===== src/include/usb_dongle_pkg.sv =====
// Shared constants, types and endpoint map of the dongle USB engine.
// Assumes a serial engine on the same clock that decodes packets.
package usb_dongle_pkg;

	localparam int REF_CLK_MHZ = 250;
	localparam int RESUME_US = 10;
	localparam int RESUME_CYC = RESUME_US * REF_CLK_MHZ;
	localparam int REPORT_AW = 4;

	localparam logic [3:0] PID_OUT = 4'h1;
	localparam logic [3:0] PID_IN = 4'h9;
	localparam logic [3:0] PID_SETUP = 4'hD;
	localparam logic [3:0] PID_DATA0 = 4'h3;
	localparam logic [3:0] PID_DATA1 = 4'hB;
	localparam logic [3:0] PID_ACK = 4'h2;
	localparam logic [3:0] PID_NAK = 4'hA;
	localparam logic [3:0] PID_STALL = 4'hE;

	localparam logic [3:0] EP_CTRL = 4'h0;
	localparam logic [3:0] EP_KEY = 4'h1;
	localparam logic [3:0] EP_AUX = 4'h3;
	localparam logic [3:0] EP_MOUSE = 4'h5;

	localparam logic [1:0] CFG_NONE = 2'h0;
	localparam logic [1:0] CFG_EMUL = 2'h1;
	localparam logic [1:0] CFG_BRIDGE = 2'h2;

	localparam logic [7:0] RT_DEV_OUT = 8'h00;
	localparam logic [7:0] RT_DEV_IN = 8'h80;
	localparam logic [7:0] REQ_CLR_FEATURE = 8'h01;
	localparam logic [7:0] REQ_SET_FEATURE = 8'h03;
	localparam logic [7:0] REQ_SET_ADDRESS = 8'h05;
	localparam logic [7:0] REQ_GET_CONFIG = 8'h08;
	localparam logic [7:0] REQ_SET_CONFIG = 8'h09;
	localparam logic [7:0] FEAT_RWU = 8'h01;
	localparam logic [6:0] ADDR_RESET = 7'h00;

	typedef enum logic [1:0] {CH_KEY, CH_MOUSE, CH_BRIDGE, CH_AUX} chan_type;

	typedef struct packed {
		logic valid;
		logic [3:0] pid;
		logic [6:0] addr;
		logic [3:0] ep;
	} token_type;

	typedef struct packed {
		logic valid;
		logic [3:0] pid;
		logic crc_ok;
		logic [7:0] req_type;
		logic [7:0] request;
		logic [7:0] value;
	} rx_data_type;

	typedef struct packed {
		logic valid;
		logic [3:0] pid;
		logic has_data;
		logic [7:0] data;
		logic last;
	} tx_type;

	typedef struct packed {
		logic valid;
		logic [REPORT_AW-1:0] addr;
		logic [7:0] data;
	} ir_wr_type;

	typedef struct packed {
		logic valid;
		chan_type chan;
		logic [7:0] periph;
		logic [REPORT_AW:0] len;
	} ir_commit_type;

	// Zero means the endpoint is not defined under this configuration
	function automatic logic [3:0] ep_of(chan_type ch, logic [1:0] cfg);
		logic [3:0] ep;
		ep = EP_CTRL;
		if (cfg == CFG_EMUL && ch == CH_KEY) begin
			ep = EP_KEY;
		end else if (cfg == CFG_EMUL && ch == CH_MOUSE) begin
			ep = EP_MOUSE;
		end else if (cfg == CFG_BRIDGE && ch == CH_BRIDGE) begin
			ep = EP_KEY;
		end else if (cfg == CFG_BRIDGE && ch == CH_AUX) begin
			ep = EP_AUX;
		end
		return ep;
	endfunction

endpackage


===== src/hdl/report_mem.sv =====
// Report buffer holding one interrupt report from the infrared side.
// Single clock; read data is registered, one cycle after the address.
`timescale 1ns/100ps
module report_mem #(
	parameter int W = 8,
	parameter int AW = 4
) (
	input wire logic i_ref_clk,
	input wire logic i_wr_en,
	input wire logic [AW-1:0] i_wr_addr,
	input wire logic [W-1:0] i_wr_data,
	input wire logic [AW-1:0] i_rd_addr,
	output logic [W-1:0] o_rd_data
);
	logic [W-1:0] mem [2**AW];

	always_ff @(posedge i_ref_clk) begin
		if (i_wr_en) begin
			mem[i_wr_addr] <= i_wr_data;
		end
		o_rd_data <= mem[i_rd_addr];
	end
endmodule


===== src/hdl/usb_dongle_endpoint_config.sv =====
// Function-side USB transaction engine of the infrared dongle.
// Packets arrive decoded from a serial engine on the same clock.
//
// Contract
// handle tokens, data packets and handshakes
// EP0 control; EP1, EP3, EP5 interrupt IN
// remote wake only if standby and self-powered
// suspended plus infrared data signals resume
// configuration 1 selects emulation mode
// configuration 2 selects bridge mode
// emulation keyboard data on endpoint 1
// emulation mouse data on endpoint 5
// bridge: peripherals share one endpoint
// control on EP0, peripheral data EP1
// control begins with setup; control, interrupt only
// get configuration returns current value
// set configuration switches operating mode
// remap at once, drop undefined endpoint data
`timescale 1ns/100ps
module usb_dongle_endpoint_config #(
	parameter int unsigned RESUME_CYCLES = usb_dongle_pkg::RESUME_CYC,
	parameter int AW = usb_dongle_pkg::REPORT_AW
) (
	input wire logic i_ref_clk,
	input wire logic i_rst,
	input wire usb_dongle_pkg::token_type i_tok,
	input wire usb_dongle_pkg::rx_data_type i_data,
	input wire logic i_tx_ready,
	output usb_dongle_pkg::tx_type o_tx,
	input wire usb_dongle_pkg::ir_wr_type i_ir_wr,
	input wire usb_dongle_pkg::ir_commit_type i_ir_commit,
	output logic o_ir_ready,
	input wire logic i_suspend,
	input wire logic i_self_pwr,
	output logic o_remote_wake_ok,
	output logic o_resume,
	output logic [1:0] o_config
);
	typedef enum logic [2:0] {ST_IDLE, ST_SETUP, ST_OUT, ST_HS, ST_FETCH,
		ST_LOAD, ST_SEND, ST_WAIT_ACK} state_type;
	typedef enum logic [2:0] {CS_IDLE, CS_DATA_IN, CS_STATUS_IN,
		CS_STATUS_OUT, CS_STALL} cstage_type;

	state_type state_q;
	cstage_type cstage_q;
	usb_dongle_pkg::tx_type tx_q;
	usb_dongle_pkg::chan_type pchan_q;
	logic [1:0] cfg_q;
	logic [6:0] addr_q, new_addr_q;
	logic addr_pend_q, rwu_en_q, pend_q, src_int_q;
	logic [7:0] periph_q;
	logic [AW:0] plen_q;
	logic [AW-1:0] idx_q;
	logic [7:0] tog_q;
	logic [3:0] cur_ep_q;
	logic [7:0] rd_data;
	logic pwr_meta_q, pwr_q;
	logic [31:0] res_cnt_q;
	logic tok_me, setup_take, is_get_cfg, is_set_cfg, is_set_rwu, is_clr_rwu;
	logic is_set_addr, req_ok, int_hit, ep_defined, ack_in, ack_ctrl;
	logic ack_int, rwu_ok, wake, tag_q;
	logic [3:0] map_ep;

	// Pin is asynchronous to the reference clock
	always_ff @(posedge i_ref_clk) begin
		if (i_rst) begin
			pwr_meta_q <= 1'b0;
			pwr_q <= 1'b0;
		end else begin
			pwr_meta_q <= i_self_pwr;
			pwr_q <= pwr_meta_q;
		end
	end

	assign map_ep = usb_dongle_pkg::ep_of(pchan_q, cfg_q);
	assign tok_me = i_tok.valid && i_tok.addr == addr_q;
	assign int_hit = tok_me && i_tok.pid == usb_dongle_pkg::PID_IN &&
		pend_q && i_tok.ep != usb_dongle_pkg::EP_CTRL &&
		i_tok.ep == map_ep;
	assign ep_defined = (cfg_q == usb_dongle_pkg::CFG_EMUL &&
		(i_tok.ep == usb_dongle_pkg::EP_KEY ||
		i_tok.ep == usb_dongle_pkg::EP_MOUSE)) ||
		(cfg_q == usb_dongle_pkg::CFG_BRIDGE &&
		(i_tok.ep == usb_dongle_pkg::EP_KEY ||
		i_tok.ep == usb_dongle_pkg::EP_AUX));

	// Only DATA0 with good check closes a setup stage
	assign setup_take = state_q == ST_SETUP && i_data.valid &&
		i_data.pid == usb_dongle_pkg::PID_DATA0 && i_data.crc_ok;
	assign is_get_cfg = i_data.req_type == usb_dongle_pkg::RT_DEV_IN &&
		i_data.request == usb_dongle_pkg::REQ_GET_CONFIG;
	assign is_set_cfg = i_data.req_type == usb_dongle_pkg::RT_DEV_OUT &&
		i_data.request == usb_dongle_pkg::REQ_SET_CONFIG &&
		i_data.value[7:2] == 6'h00 && i_data.value[1:0] != 2'h3;
	assign is_set_rwu = i_data.req_type == usb_dongle_pkg::RT_DEV_OUT &&
		i_data.request == usb_dongle_pkg::REQ_SET_FEATURE &&
		i_data.value == usb_dongle_pkg::FEAT_RWU;
	assign is_clr_rwu = i_data.req_type == usb_dongle_pkg::RT_DEV_OUT &&
		i_data.request == usb_dongle_pkg::REQ_CLR_FEATURE &&
		i_data.value == usb_dongle_pkg::FEAT_RWU;
	assign is_set_addr = i_data.req_type == usb_dongle_pkg::RT_DEV_OUT &&
		i_data.request == usb_dongle_pkg::REQ_SET_ADDRESS &&
		i_data.value[7] == 1'b0;
	assign req_ok = is_get_cfg || is_set_cfg || is_set_rwu || is_clr_rwu ||
		is_set_addr;
	assign ack_in = state_q == ST_WAIT_ACK && i_tok.valid &&
		i_tok.pid == usb_dongle_pkg::PID_ACK;
	assign ack_ctrl = ack_in && !src_int_q;
	assign ack_int = ack_in && src_int_q;
	assign rwu_ok = rwu_en_q && pwr_q && i_suspend;
	assign wake = rwu_ok && i_ir_commit.valid && o_ir_ready;

	report_mem #(.W(8), .AW(AW)) u_mem (
		.i_ref_clk(i_ref_clk),
		.i_wr_en(i_ir_wr.valid && !pend_q),
		.i_wr_addr(i_ir_wr.addr),
		.i_wr_data(i_ir_wr.data),
		.i_rd_addr(idx_q),
		.o_rd_data(rd_data)
	);

	// Transaction sequencer
	always_ff @(posedge i_ref_clk) begin
		if (i_rst) begin
			state_q <= ST_IDLE;
			tx_q <= '0;
			idx_q <= '0;
			src_int_q <= 1'b0;
			cur_ep_q <= 4'h0;
			tag_q <= 1'b0;
		end else begin
			case (state_q)
			ST_IDLE: begin
				if (tok_me && i_tok.ep == usb_dongle_pkg::EP_CTRL) begin
					src_int_q <= 1'b0;
					cur_ep_q <= usb_dongle_pkg::EP_CTRL;
					if (i_tok.pid == usb_dongle_pkg::PID_SETUP) begin
						state_q <= ST_SETUP;
					end else if (i_tok.pid == usb_dongle_pkg::PID_OUT) begin
						state_q <= ST_OUT;
					end else if (i_tok.pid == usb_dongle_pkg::PID_IN) begin
						if (cstage_q == CS_DATA_IN) begin
							tx_q <= '{1'b1, usb_dongle_pkg::PID_DATA1, 1'b1,
								{6'h00, cfg_q}, 1'b1};
							state_q <= ST_SEND;
						end else if (cstage_q == CS_STATUS_IN) begin
							tx_q <= '{1'b1, usb_dongle_pkg::PID_DATA1, 1'b0,
								8'h00, 1'b1};
							state_q <= ST_SEND;
						end else if (cstage_q == CS_STALL) begin
							tx_q <= '{1'b1, usb_dongle_pkg::PID_STALL, 1'b0,
								8'h00, 1'b1};
							state_q <= ST_HS;
						end else begin
							tx_q <= '{1'b1, usb_dongle_pkg::PID_NAK, 1'b0,
								8'h00, 1'b1};
							state_q <= ST_HS;
						end
					end
				end else if (int_hit) begin
					src_int_q <= 1'b1;
					cur_ep_q <= i_tok.ep;
					tag_q <= pchan_q == usb_dongle_pkg::CH_BRIDGE;
					idx_q <= '0;
					tx_q.pid <= tog_q[i_tok.ep[2:0]] ?
						usb_dongle_pkg::PID_DATA1 : usb_dongle_pkg::PID_DATA0;
					if (pchan_q == usb_dongle_pkg::CH_BRIDGE) begin
						// Peripheral tag leads so the host can demultiplex
						tx_q.valid <= 1'b1;
						tx_q.has_data <= 1'b1;
						tx_q.data <= periph_q;
						tx_q.last <= plen_q == '0;
						state_q <= ST_SEND;
					end else if (plen_q == '0) begin
						tx_q.valid <= 1'b1;
						tx_q.has_data <= 1'b0;
						tx_q.last <= 1'b1;
						state_q <= ST_SEND;
					end else begin
						state_q <= ST_FETCH;
					end
				end else if (tok_me && i_tok.pid == usb_dongle_pkg::PID_IN &&
					ep_defined) begin
					tx_q <= '{1'b1, usb_dongle_pkg::PID_NAK, 1'b0, 8'h00, 1'b1};
					state_q <= ST_HS;
				end
			end
			ST_SETUP: begin
				if (setup_take) begin
					tx_q <= '{1'b1, usb_dongle_pkg::PID_ACK, 1'b0, 8'h00, 1'b1};
					state_q <= ST_HS;
				end else if (i_data.valid || i_tok.valid) begin
					state_q <= ST_IDLE;
				end
			end
			ST_OUT: begin
				if (i_data.valid && i_data.crc_ok) begin
					tx_q <= '{1'b1, cstage_q == CS_STALL ?
						usb_dongle_pkg::PID_STALL : usb_dongle_pkg::PID_ACK,
						1'b0, 8'h00, 1'b1};
					state_q <= ST_HS;
				end else if (i_data.valid || i_tok.valid) begin
					state_q <= ST_IDLE;
				end
			end
			ST_HS: begin
				if (i_tx_ready) begin
					tx_q.valid <= 1'b0;
					state_q <= ST_IDLE;
				end
			end
			ST_FETCH: state_q <= ST_LOAD;
			ST_LOAD: begin
				tx_q.valid <= 1'b1;
				tx_q.has_data <= 1'b1;
				tx_q.data <= rd_data;
				tx_q.last <= ({1'b0, idx_q} + 5'h01) == plen_q;
				state_q <= ST_SEND;
			end
			ST_SEND: begin
				if (i_tx_ready) begin
					tx_q.valid <= 1'b0;
					if (tx_q.last) begin
						state_q <= ST_WAIT_ACK;
					end else begin
						// Tag beat reads no buffer byte; data may equal it
						if (!tag_q) begin
							idx_q <= idx_q + 1'b1;
						end
						tag_q <= 1'b0;
						state_q <= ST_FETCH;
					end
				end
			end
			ST_WAIT_ACK: begin
				// A new token means the ACK was lost; data stays for retry
				if (i_tok.valid) begin
					state_q <= ST_IDLE;
				end
			end
			default: state_q <= ST_IDLE;
			endcase
		end
	end

	// Control stage, address, wake enable and configuration
	always_ff @(posedge i_ref_clk) begin
		if (i_rst) begin
			cstage_q <= CS_IDLE;
			cfg_q <= usb_dongle_pkg::CFG_NONE;
			rwu_en_q <= 1'b0;
			addr_q <= usb_dongle_pkg::ADDR_RESET;
			new_addr_q <= usb_dongle_pkg::ADDR_RESET;
			addr_pend_q <= 1'b0;
		end else if (setup_take) begin
			addr_pend_q <= 1'b0;
			if (!req_ok) begin
				cstage_q <= CS_STALL;
			end else if (is_get_cfg) begin
				cstage_q <= CS_DATA_IN;
			end else begin
				cstage_q <= CS_STATUS_IN;
			end
			if (is_set_cfg) begin
				cfg_q <= i_data.value[1:0];
			end
			if (is_set_rwu) begin
				rwu_en_q <= 1'b1;
			end else if (is_clr_rwu) begin
				rwu_en_q <= 1'b0;
			end
			if (is_set_addr) begin
				new_addr_q <= i_data.value[6:0];
				addr_pend_q <= 1'b1;
			end
		end else if (ack_ctrl && cstage_q == CS_DATA_IN) begin
			cstage_q <= CS_STATUS_OUT;
		end else if (ack_ctrl && cstage_q == CS_STATUS_IN) begin
			cstage_q <= CS_IDLE;
			if (addr_pend_q) begin
				addr_q <= new_addr_q;
				addr_pend_q <= 1'b0;
			end
		end else if (state_q == ST_OUT && i_data.valid && i_data.crc_ok &&
			cstage_q == CS_STATUS_OUT) begin
			cstage_q <= CS_IDLE;
		end
	end

	// Pending report and data toggles
	always_ff @(posedge i_ref_clk) begin
		if (i_rst) begin
			pend_q <= 1'b0;
			pchan_q <= usb_dongle_pkg::CH_KEY;
			periph_q <= 8'h00;
			plen_q <= '0;
			tog_q <= 8'h00;
		end else begin
			if (setup_take && is_set_cfg) begin
				tog_q <= 8'h00;
			end else if (ack_int) begin
				tog_q[cur_ep_q[2:0]] <= !tog_q[cur_ep_q[2:0]];
			end
			if (ack_int || (pend_q && map_ep == usb_dongle_pkg::EP_CTRL &&
				state_q == ST_IDLE)) begin
				pend_q <= 1'b0;
			end else if (i_ir_commit.valid && !pend_q) begin
				pend_q <= 1'b1;
				pchan_q <= i_ir_commit.chan;
				periph_q <= i_ir_commit.periph;
				plen_q <= i_ir_commit.len;
			end
		end
	end

	// Resume signalling
	always_ff @(posedge i_ref_clk) begin
		if (i_rst) begin
			res_cnt_q <= 32'h0;
		end else if (wake && res_cnt_q == 32'h0) begin
			res_cnt_q <= 32'(RESUME_CYCLES);
		end else if (res_cnt_q != 32'h0) begin
			res_cnt_q <= res_cnt_q - 32'h1;
		end
	end

	assign o_tx = tx_q;
	assign o_ir_ready = !pend_q;
	assign o_remote_wake_ok = rwu_en_q && pwr_q;
	assign o_resume = res_cnt_q != 32'h0;
	assign o_config = cfg_q;
endmodule


===== config.mk =====
export PLATFORM = sky130hd
export DESIGN_NAME = usb_dongle_endpoint_config
export DESIGN_NICKNAME = d
export VERILOG_FILES = /design/src/include/usb_dongle_pkg.sv /design/src/hdl/report_mem.sv /design/src/hdl/usb_dongle_endpoint_config.sv
export SDC_FILE = /design/constraint.sdc
export NUM_CORES = 1
export LEC_CHECK = 0
export ABC_CLOCK_PERIOD_IN_PS = 5200
export BUFFER_PORTS_ARGS = -buffer_cell sky130_fd_sc_hd__buf_2
export CAP_MARGIN = 15
export CORE_ASPECT_RATIO = 0.9
export CORE_MARGIN = 2
export CORE_UTILIZATION = 46
export CTS_CLUSTER_DIAMETER = 50
export DETAILED_ROUTE_END_ITERATION = 10
export GPL_TIMING_DRIVEN = 1
export PLACE_DENSITY = 0.66
export SKIP_CTS_REPAIR_TIMING = 1
export SYNTH_ARGS = -nofsm -noshare
export SYNTH_HDL_FRONTEND = slang
export SYNTH_HIERARCHICAL = 1
export SYNTH_SLANG_ARGS = --single-unit

===== constraint.sdc =====
create_clock -name i_ref_clk -period 5.2 [get_ports i_ref_clk]
set_input_delay 0.52 -clock i_ref_clk [delete_from_list [all_inputs] [get_ports i_ref_clk]]
set_output_delay 0.52 -clock i_ref_clk [all_outputs]
set_load 0.005 [all_outputs]

## After elaboration in Yosys (flattened, before gate mapping)

Memory sizes are Yosys's and may differ from the RTL's. A register that Yosys moved wholly into a read port is not among the register bits.
Cells that the tools add are included.

- Output and inout bits: 20
- Input bits: 80
- Register bits after elaboration: 106
- Memory bits (writable): 128
- Memories kept: 1

- Bitwise logic cells: 4
- Muxes and demuxes: 83
- Order comparisons: 3
- Equal/unequal tests: 53
- Add/sub/neg operators: 3
- Reduce and logical (&&, ||, !) cells: 96

Memory list:

| memory | words | bits a word | read ports | clocked after Yosys merged registers in | wr ports | line | text |
|---|---|---|---|---|---|---|---|
| u_mem.mem | 16 | 8 | 1 | 1 | 1 | report_mem.sv:15 | `logic [W-1:0] mem [2**AW];` |

Operators with widths:

| kind | number |
|---|---|
| $mux W15 | 8 |
| $mux W3 | 23 |
| $logic_and A1 B1 Y1 | 47 |
| $pmux W10 S4 | 1 |
| $mux W13 | 3 |
| $logic_not A32 Y1 | 1 |
| $reduce_bool A32 Y1 | 1 |
| $sub A32 B1 Y32 const B | 1 |
| $mux W4 | 7 |
| $mux W12 | 2 |
| $pmux W3 S8 | 1 |
| $mux W1 | 23 |
| $ne A2 B2 Y1 const B | 11 |
| $eq A8 B1 Y1 const B | 2 |
| $eq A8 B4 Y1 const B | 2 |
| $reduce_and A8 Y1 | 2 |
| $eq A3 B3 Y1 const B | 5 |
| $eq A3 B2 Y1 const B | 4 |
| $eq A4 B2 Y1 const B | 3 |
| $mux W2 | 6 |
| $pmux W4 S3 | 1 |
| $reduce_and A2 Y1 | 6 |
| $reduce_bool A4 Y1 | 3 |
| $ne A5 B5 Y1 const B | 2 |
| other kinds (44) | 77 |

## Depth between registers and ports, before layout

- Word-level depth: 12
- Depth in mapped cells: 10
- Depth with buffers taken out: 8

## Modules after synthesis

The synthesis kept the hierarchy.

By module, submodules not included:

| module | area an instance (um^2) | sequential area each (um^2) | instances | cells each |
|---|---|---|---|---|
| usb_dongle_endpoint_config | 5860.6 | 2122.0 | 1 | 701 |
| report_mem | 5147.4 | 4003.8 | 1 | 229 |

## Worst setup path before layout

No wires, ideal clock.

- Path type: input -> register
- From: input i_tok[1] (netlist bit)
- To: register tx_q, in the netlist o_tx[5]
- Path buffers: 3
- Slack: 2842 ps
- Stages: 10
- Required time: 5109 ps
- Arrival time: 2267 ps
- Cells stage by stage: buf_2 or3_4 o221a_2 and3_1 o211a_1 buf_6 nand3_2 buf_6 a21oi_1 a311oi_1

- Longest elaborated chain between the ends: 7
- Elaborated cells on any way between the ends: 24
- Classes of those cells: eq/ne (9); mux (3); reduce/logical (12)

RTL lines:

| what | line | text |
|---|---|---|
| start: declaration | usb_dongle_endpoint_config.sv:26 | `input wire usb_dongle_pkg::token_type i_tok,` |
| $eq A4 B1 Y1 (tied with other cells) | usb_dongle_endpoint_config.sv:81, usb_dongle_endpoint_config.sv:84 |  |
| $logic_or A1 B1 Y1, on equally long branches | usb_dongle_endpoint_config.sv:81, usb_dongle_endpoint_config.sv:84 |  |
| $logic_and A1 B1 Y1, on equally long branches | usb_dongle_endpoint_config.sv:80, usb_dongle_endpoint_config.sv:83 |  |
| $logic_or A1 B1 Y1 | usb_dongle_endpoint_config.sv:82 | `i_tok.ep == usb_dongle_pkg::EP_MOUSE)) \|\|` |
| $logic_and A1 B1 Y1 | usb_dongle_endpoint_config.sv:182 | `end else if (tok_me && i_tok.pid == usb_dongle_pkg::PID_IN &&` |
| $ne A4 B4 Y1 (no source line) | -- |  |
| $reduce_and A8 Y1 (no source line) | -- |  |
| end signal: assignment | usb_dongle_endpoint_config.sv:184 | `tx_q <= '{1'b1, usb_dongle_pkg::PID_NAK, 1'b0, 8'h00, 1'b1};` |
| end signal: assignment | usb_dongle_endpoint_config.sv:190 | `tx_q <= '{1'b1, usb_dongle_pkg::PID_ACK, 1'b0, 8'h00, 1'b1};` |
| end signal: assignment | usb_dongle_endpoint_config.sv:198 | `tx_q <= '{1'b1, cstage_q == CS_STALL ?` |
| end: declaration | usb_dongle_endpoint_config.sv:46 | `usb_dongle_pkg::tx_type tx_q;` |

Parallel ways exist; a longest one is shown, timed or not.
A chain may end at the register's enable or synchronous reset.

## Worst setup path after layout

- From: register res_cnt_q[26]
- To: output o_resume

- Longest elaborated chain between the ends: 1

RTL lines:

| what | line | text |
|---|---|---|
| start: declaration | usb_dongle_endpoint_config.sv:58 | `logic [31:0] res_cnt_q;` |
| start signal: assignment | usb_dongle_endpoint_config.sv:321 | `res_cnt_q <= 32'(RESUME_CYCLES);` |
| start signal: assignment | usb_dongle_endpoint_config.sv:323 | `res_cnt_q <= res_cnt_q - 32'h1;` |
| $reduce_bool A32 Y1 | usb_dongle_endpoint_config.sv:330 | `assign o_resume = res_cnt_q != 32'h0;` |
| end: declaration | usb_dongle_endpoint_config.sv:36 | `output logic o_resume,` |

Every way passes these cells.

==> summary.md <==
| Metric | Value |
|---|---|
| Status | `finished, final reports clean` |
| RSZ-0062 raised after global routing | `no` |
| Tcrit/Tclk final | `59.7%` |
| CP startpoint kind | `flip-flop` |
| # rows | `53` |
| Min-delay worst type | `input port to flip-flop` |
| Root Buffer | `clkbuf_16` |
| Async S/R FF share, synth | `0%` |
| EDFF count, synth | `128` |
| Die X | `167 um` |
| Core Area | `23,400 um2` |
| IO Port Bufs | `99` |
| Gr usage total | `19.8%` |
| Crit path kind | `flip-flop to output pin` |
| Global-route wire length before repair | `39,700 um` |
| GRT Residual Overflow | `0` |
| Mux contribution to synthesized area | `10.6%` |
| Syn avg cell area | `11.8 um2` |
| Post-route ant nets | `0` |
| Pleak | `0.00449 uW` |
| Die area | `25,200 um2` |
| Crit-path max FO | `4` |
| Clock latency on the worst-skew pair | `0.54 ns` |
| Worst Skew | `0.0103 ns` |
| Initial detailed-routing violation count | `639` |
| Yosys warning total | `6` |
| Netlist cell types | `82` |
| Critical Path, Cell by Cell | `nor3_2 > or3b_1 > or4_4 > or3_1 > buf_2` |
| Req. time, crit path | `4.68 ns` |
| Tmin final | `3.10 ns` |
| Fin. max-slew vios | `0` |
| WL per Instance | `18.7 um` |
| Vias in the first global route | `7,241` |
| Die H | `151 um` |
| Routed via count | `7,539` |
| Residual DRC | `0` |
| Most area-hungry cell type in the Yosys netlist | `edfxtp_1` |
| Slowest CP cell | `or4_4` |
| Arrival @ worst endpoint | `2.58 ns` |
| Crit path capture type | `output pin` |
| GPL Wtd Cong | `0.823` |
| Largest net degree at the start of global routing | `50` |
| Slew HR | `33.4%` |
| Fillers | `1,985` |
| Slew @ Worst Pin | `0.993 ns` |
| Synth Flop Type | `edfxtp_1` |
| Initial antenna violation count | `0` |
| CTS Buf Count | `27` |
| Routed wire length | `25,100 um` |
| Post-synthesis register bit count | `242` |
| Max-cap violations | `0` |
| Final HPWL DP | `16,900 um` |
| Maximum VDD drop | `0.412 mV` |
| Depth of the CTS H-tree | `1` |
| Ports | `100` |
| Seq/Total Area, Yosys | `55.6%` |
| Max Clk Rate | `322 MHz` |
| Synthesized instance count | `930` |
| Area growth from synthesis to layout | `14.1%` |
| Final Hold Viols | `0` |
| Post-synthesis adder-cell area fraction | `0.227%` |
| Simple-gate portion of the synthesized area | `18.3%` |
| Crit path largest cell delay | `0.49 ns` |
| Final setup fails | `0` |
| Compound-Gate Fraction of Synth Area | `9.89%` |
| PwrDens | `422 nW/um2` |
| NumNets Final | `1,099` |
| Xor/xnor share of the synthesized area | `2.55%` |
| Setup TNS | `0 ns` |
| Layout cell share with drive strength beyond 1 | `19.7%` |
| Iteration count of the initial detailed-routing pass | `5` |
| Synth Net Count | `1,012` |
| Largest family of logic cells by synthesized area | `simple AND/OR/NAND/NOR gates` |
| Clk sinks | `242` |
| Synth area leaders | `edfxtp_1 35%, dfxtp_1 21%, mux4_2 4.5%` |
| Synth Cell Area | `11,000 um2` |
| Antenna diodes | `0` |
| Synth top area share | `34.9%` |
| CTS tree | `done` |
| Post-layout util | `53.7%` |
| CTS clk-pin slew, worst paths | `0.06 ns` |
| Vias per inst | `5.63` |
| Clock Path Buffers | `3` |
| Initial core utilization | `47.0%` |
-- where the power goes --
| group | switching, uW | leakage (uW) | internal [uW] |
|---|---|---|---|
| logic | 631 | 0.00196 | 448 |
| registers | 143 | 0.00208 | 2140 |
| clock network | 796 | 0.000444 | 1140 |
-- sequential cells by signal (all words and copies together) (netlist names) --
name             flops
u_mem/mem          128
res_cnt_q           32
o_tx                15
periph_q             8
tog_q                8
u_mem/o_rd_data      8
addr_q               7
new_addr_q           7
plen_q               5
idx_q                4
cstage_q             3
cur_ep_q             3
state_q              3
o_config             2
pchan_q              2
addr_pend_q          1
pend_q               1
pwr_meta_q           1
pwr_q                1
rwu_en_q             1
src_int_q            1
tag_q                1
-- layer usage --
| metal | track usage, % | wire length, um | vias to the layer above |
|---|---|---|---|
| met5 | 0 | 0 | - |
| met4 | 3.79 | 370 | 0 |
| met3 | 3.65 | 1260 | 28 |
| met2 | 32.4 | 11800 | 185 |
| met1 | 27.8 | 11700 | 3639 |
| li1 | - | - | 3687 |
-- final timing paths --
kind / start / to / slack [ns] / cells after the start
worst max-delay path: res_cnt_q[26]$_SDFFE_PP0N_ / o_resume / 2.10 / 5
worst min register to register: pwr_meta_q$_SDFF_PP0_ / pwr_q$_SDFF_PP0_ / 0.45 / 1
worst min-delay path: i_self_pwr / pwr_meta_q$_SDFF_PP0_ / 0.22 / 2
worst max register to register: state_q[1]$_SDFFE_PP0P_ / o_tx[8]$_SDFFE_PP0P_ / 2.17 / 7
-- synthesized netlist by cell type, types with 12 or more instances --
cell type / instances
edfxtp_1: 128
nor2_1: 118
dfxtp_1: 114
nand2_1: 76
a21oi_1: 65
mux2i_1: 30
nand3_1: 30
nor3_1: 23
clkbuf_1: 22
mux4_2: 22
nand2b_1: 19
xnor2_1: 18
a22oi_1: 17
nor2b_1: 17
mux4_1: 14
o21ai_0: 14
xor2_1: 14
nor4_1: 12
-- metrics by stage --
stage          setup WS, ns  std cells  hold WS (ns)  total power (uW)  instance area, um2
2_1_floorplan          2.84        930         0.414              3130               11000
3_3_place_gp           2.28       1290         0.435              3380               11700
3_5_place_dp           2.22       1290         0.432              3390               11700
4_1_cts                2.07       1340         0.205              5340               12600
5_1_grt                1.70       1340         0.224              5570               12600
6_report               2.10       1340         0.215              5300               12600
-- area by class of cell --
| class | count | area [um2] | area share (%) |
|---|---|---|---|
| Clock buffer | 32 | 714 | 5.69 |
| Clock inverter | 18 | 195 | 1.55 |
| Inverter | 9 | 33.8 | 0.269 |
| Multi-Input combinational cell | 633 | 4580 | 36.5 |
| Sequential cell | 242 | 6130 | 48.8 |
| Tap cell | 302 | 378 | 3.01 |
| Timing Repair Buffer | 104 | 533 | 4.24 |
-- worst max-delay path: cells and delay by family (launching register included) --
family | cells | cell delay [ns]
AND/OR/NAND/NOR | 4 | 1.57
buffers and inverters | 1 | 0.13
flip-flops | 1 | 0.35
-- cells in the final DEF (no fill, tap or decap), types with 17 or more instances in the layout --
master,netlist,routed
a21oi_1,65,65
a22oi_1,17,17
buf_2,9,99
clkbuf_16,0,27
dfxtp_1,114,113
edfxtp_1,128,128
mux2i_1,30,30
mux4_2,22,22
nand2_1,76,76
nand2b_1,19,19
nand3_1,30,30
nor2_1,118,118
nor2b_1,17,17
nor3_1,23,21
xnor2_1,18,18
-- kinds of logic (layout without fill, tap and decap cells) --
group                      Yosys count  count (layout)
AOI/OAI and AO/OA                  159             159
DFF                                242             242
buffers and inverters               55             163
muxes                               66              66
xor gates and xnor gates            32              32
and+or+nand+nor                    374             374
adders and majority gates            2               2
(Power assumes the default switching activity.)
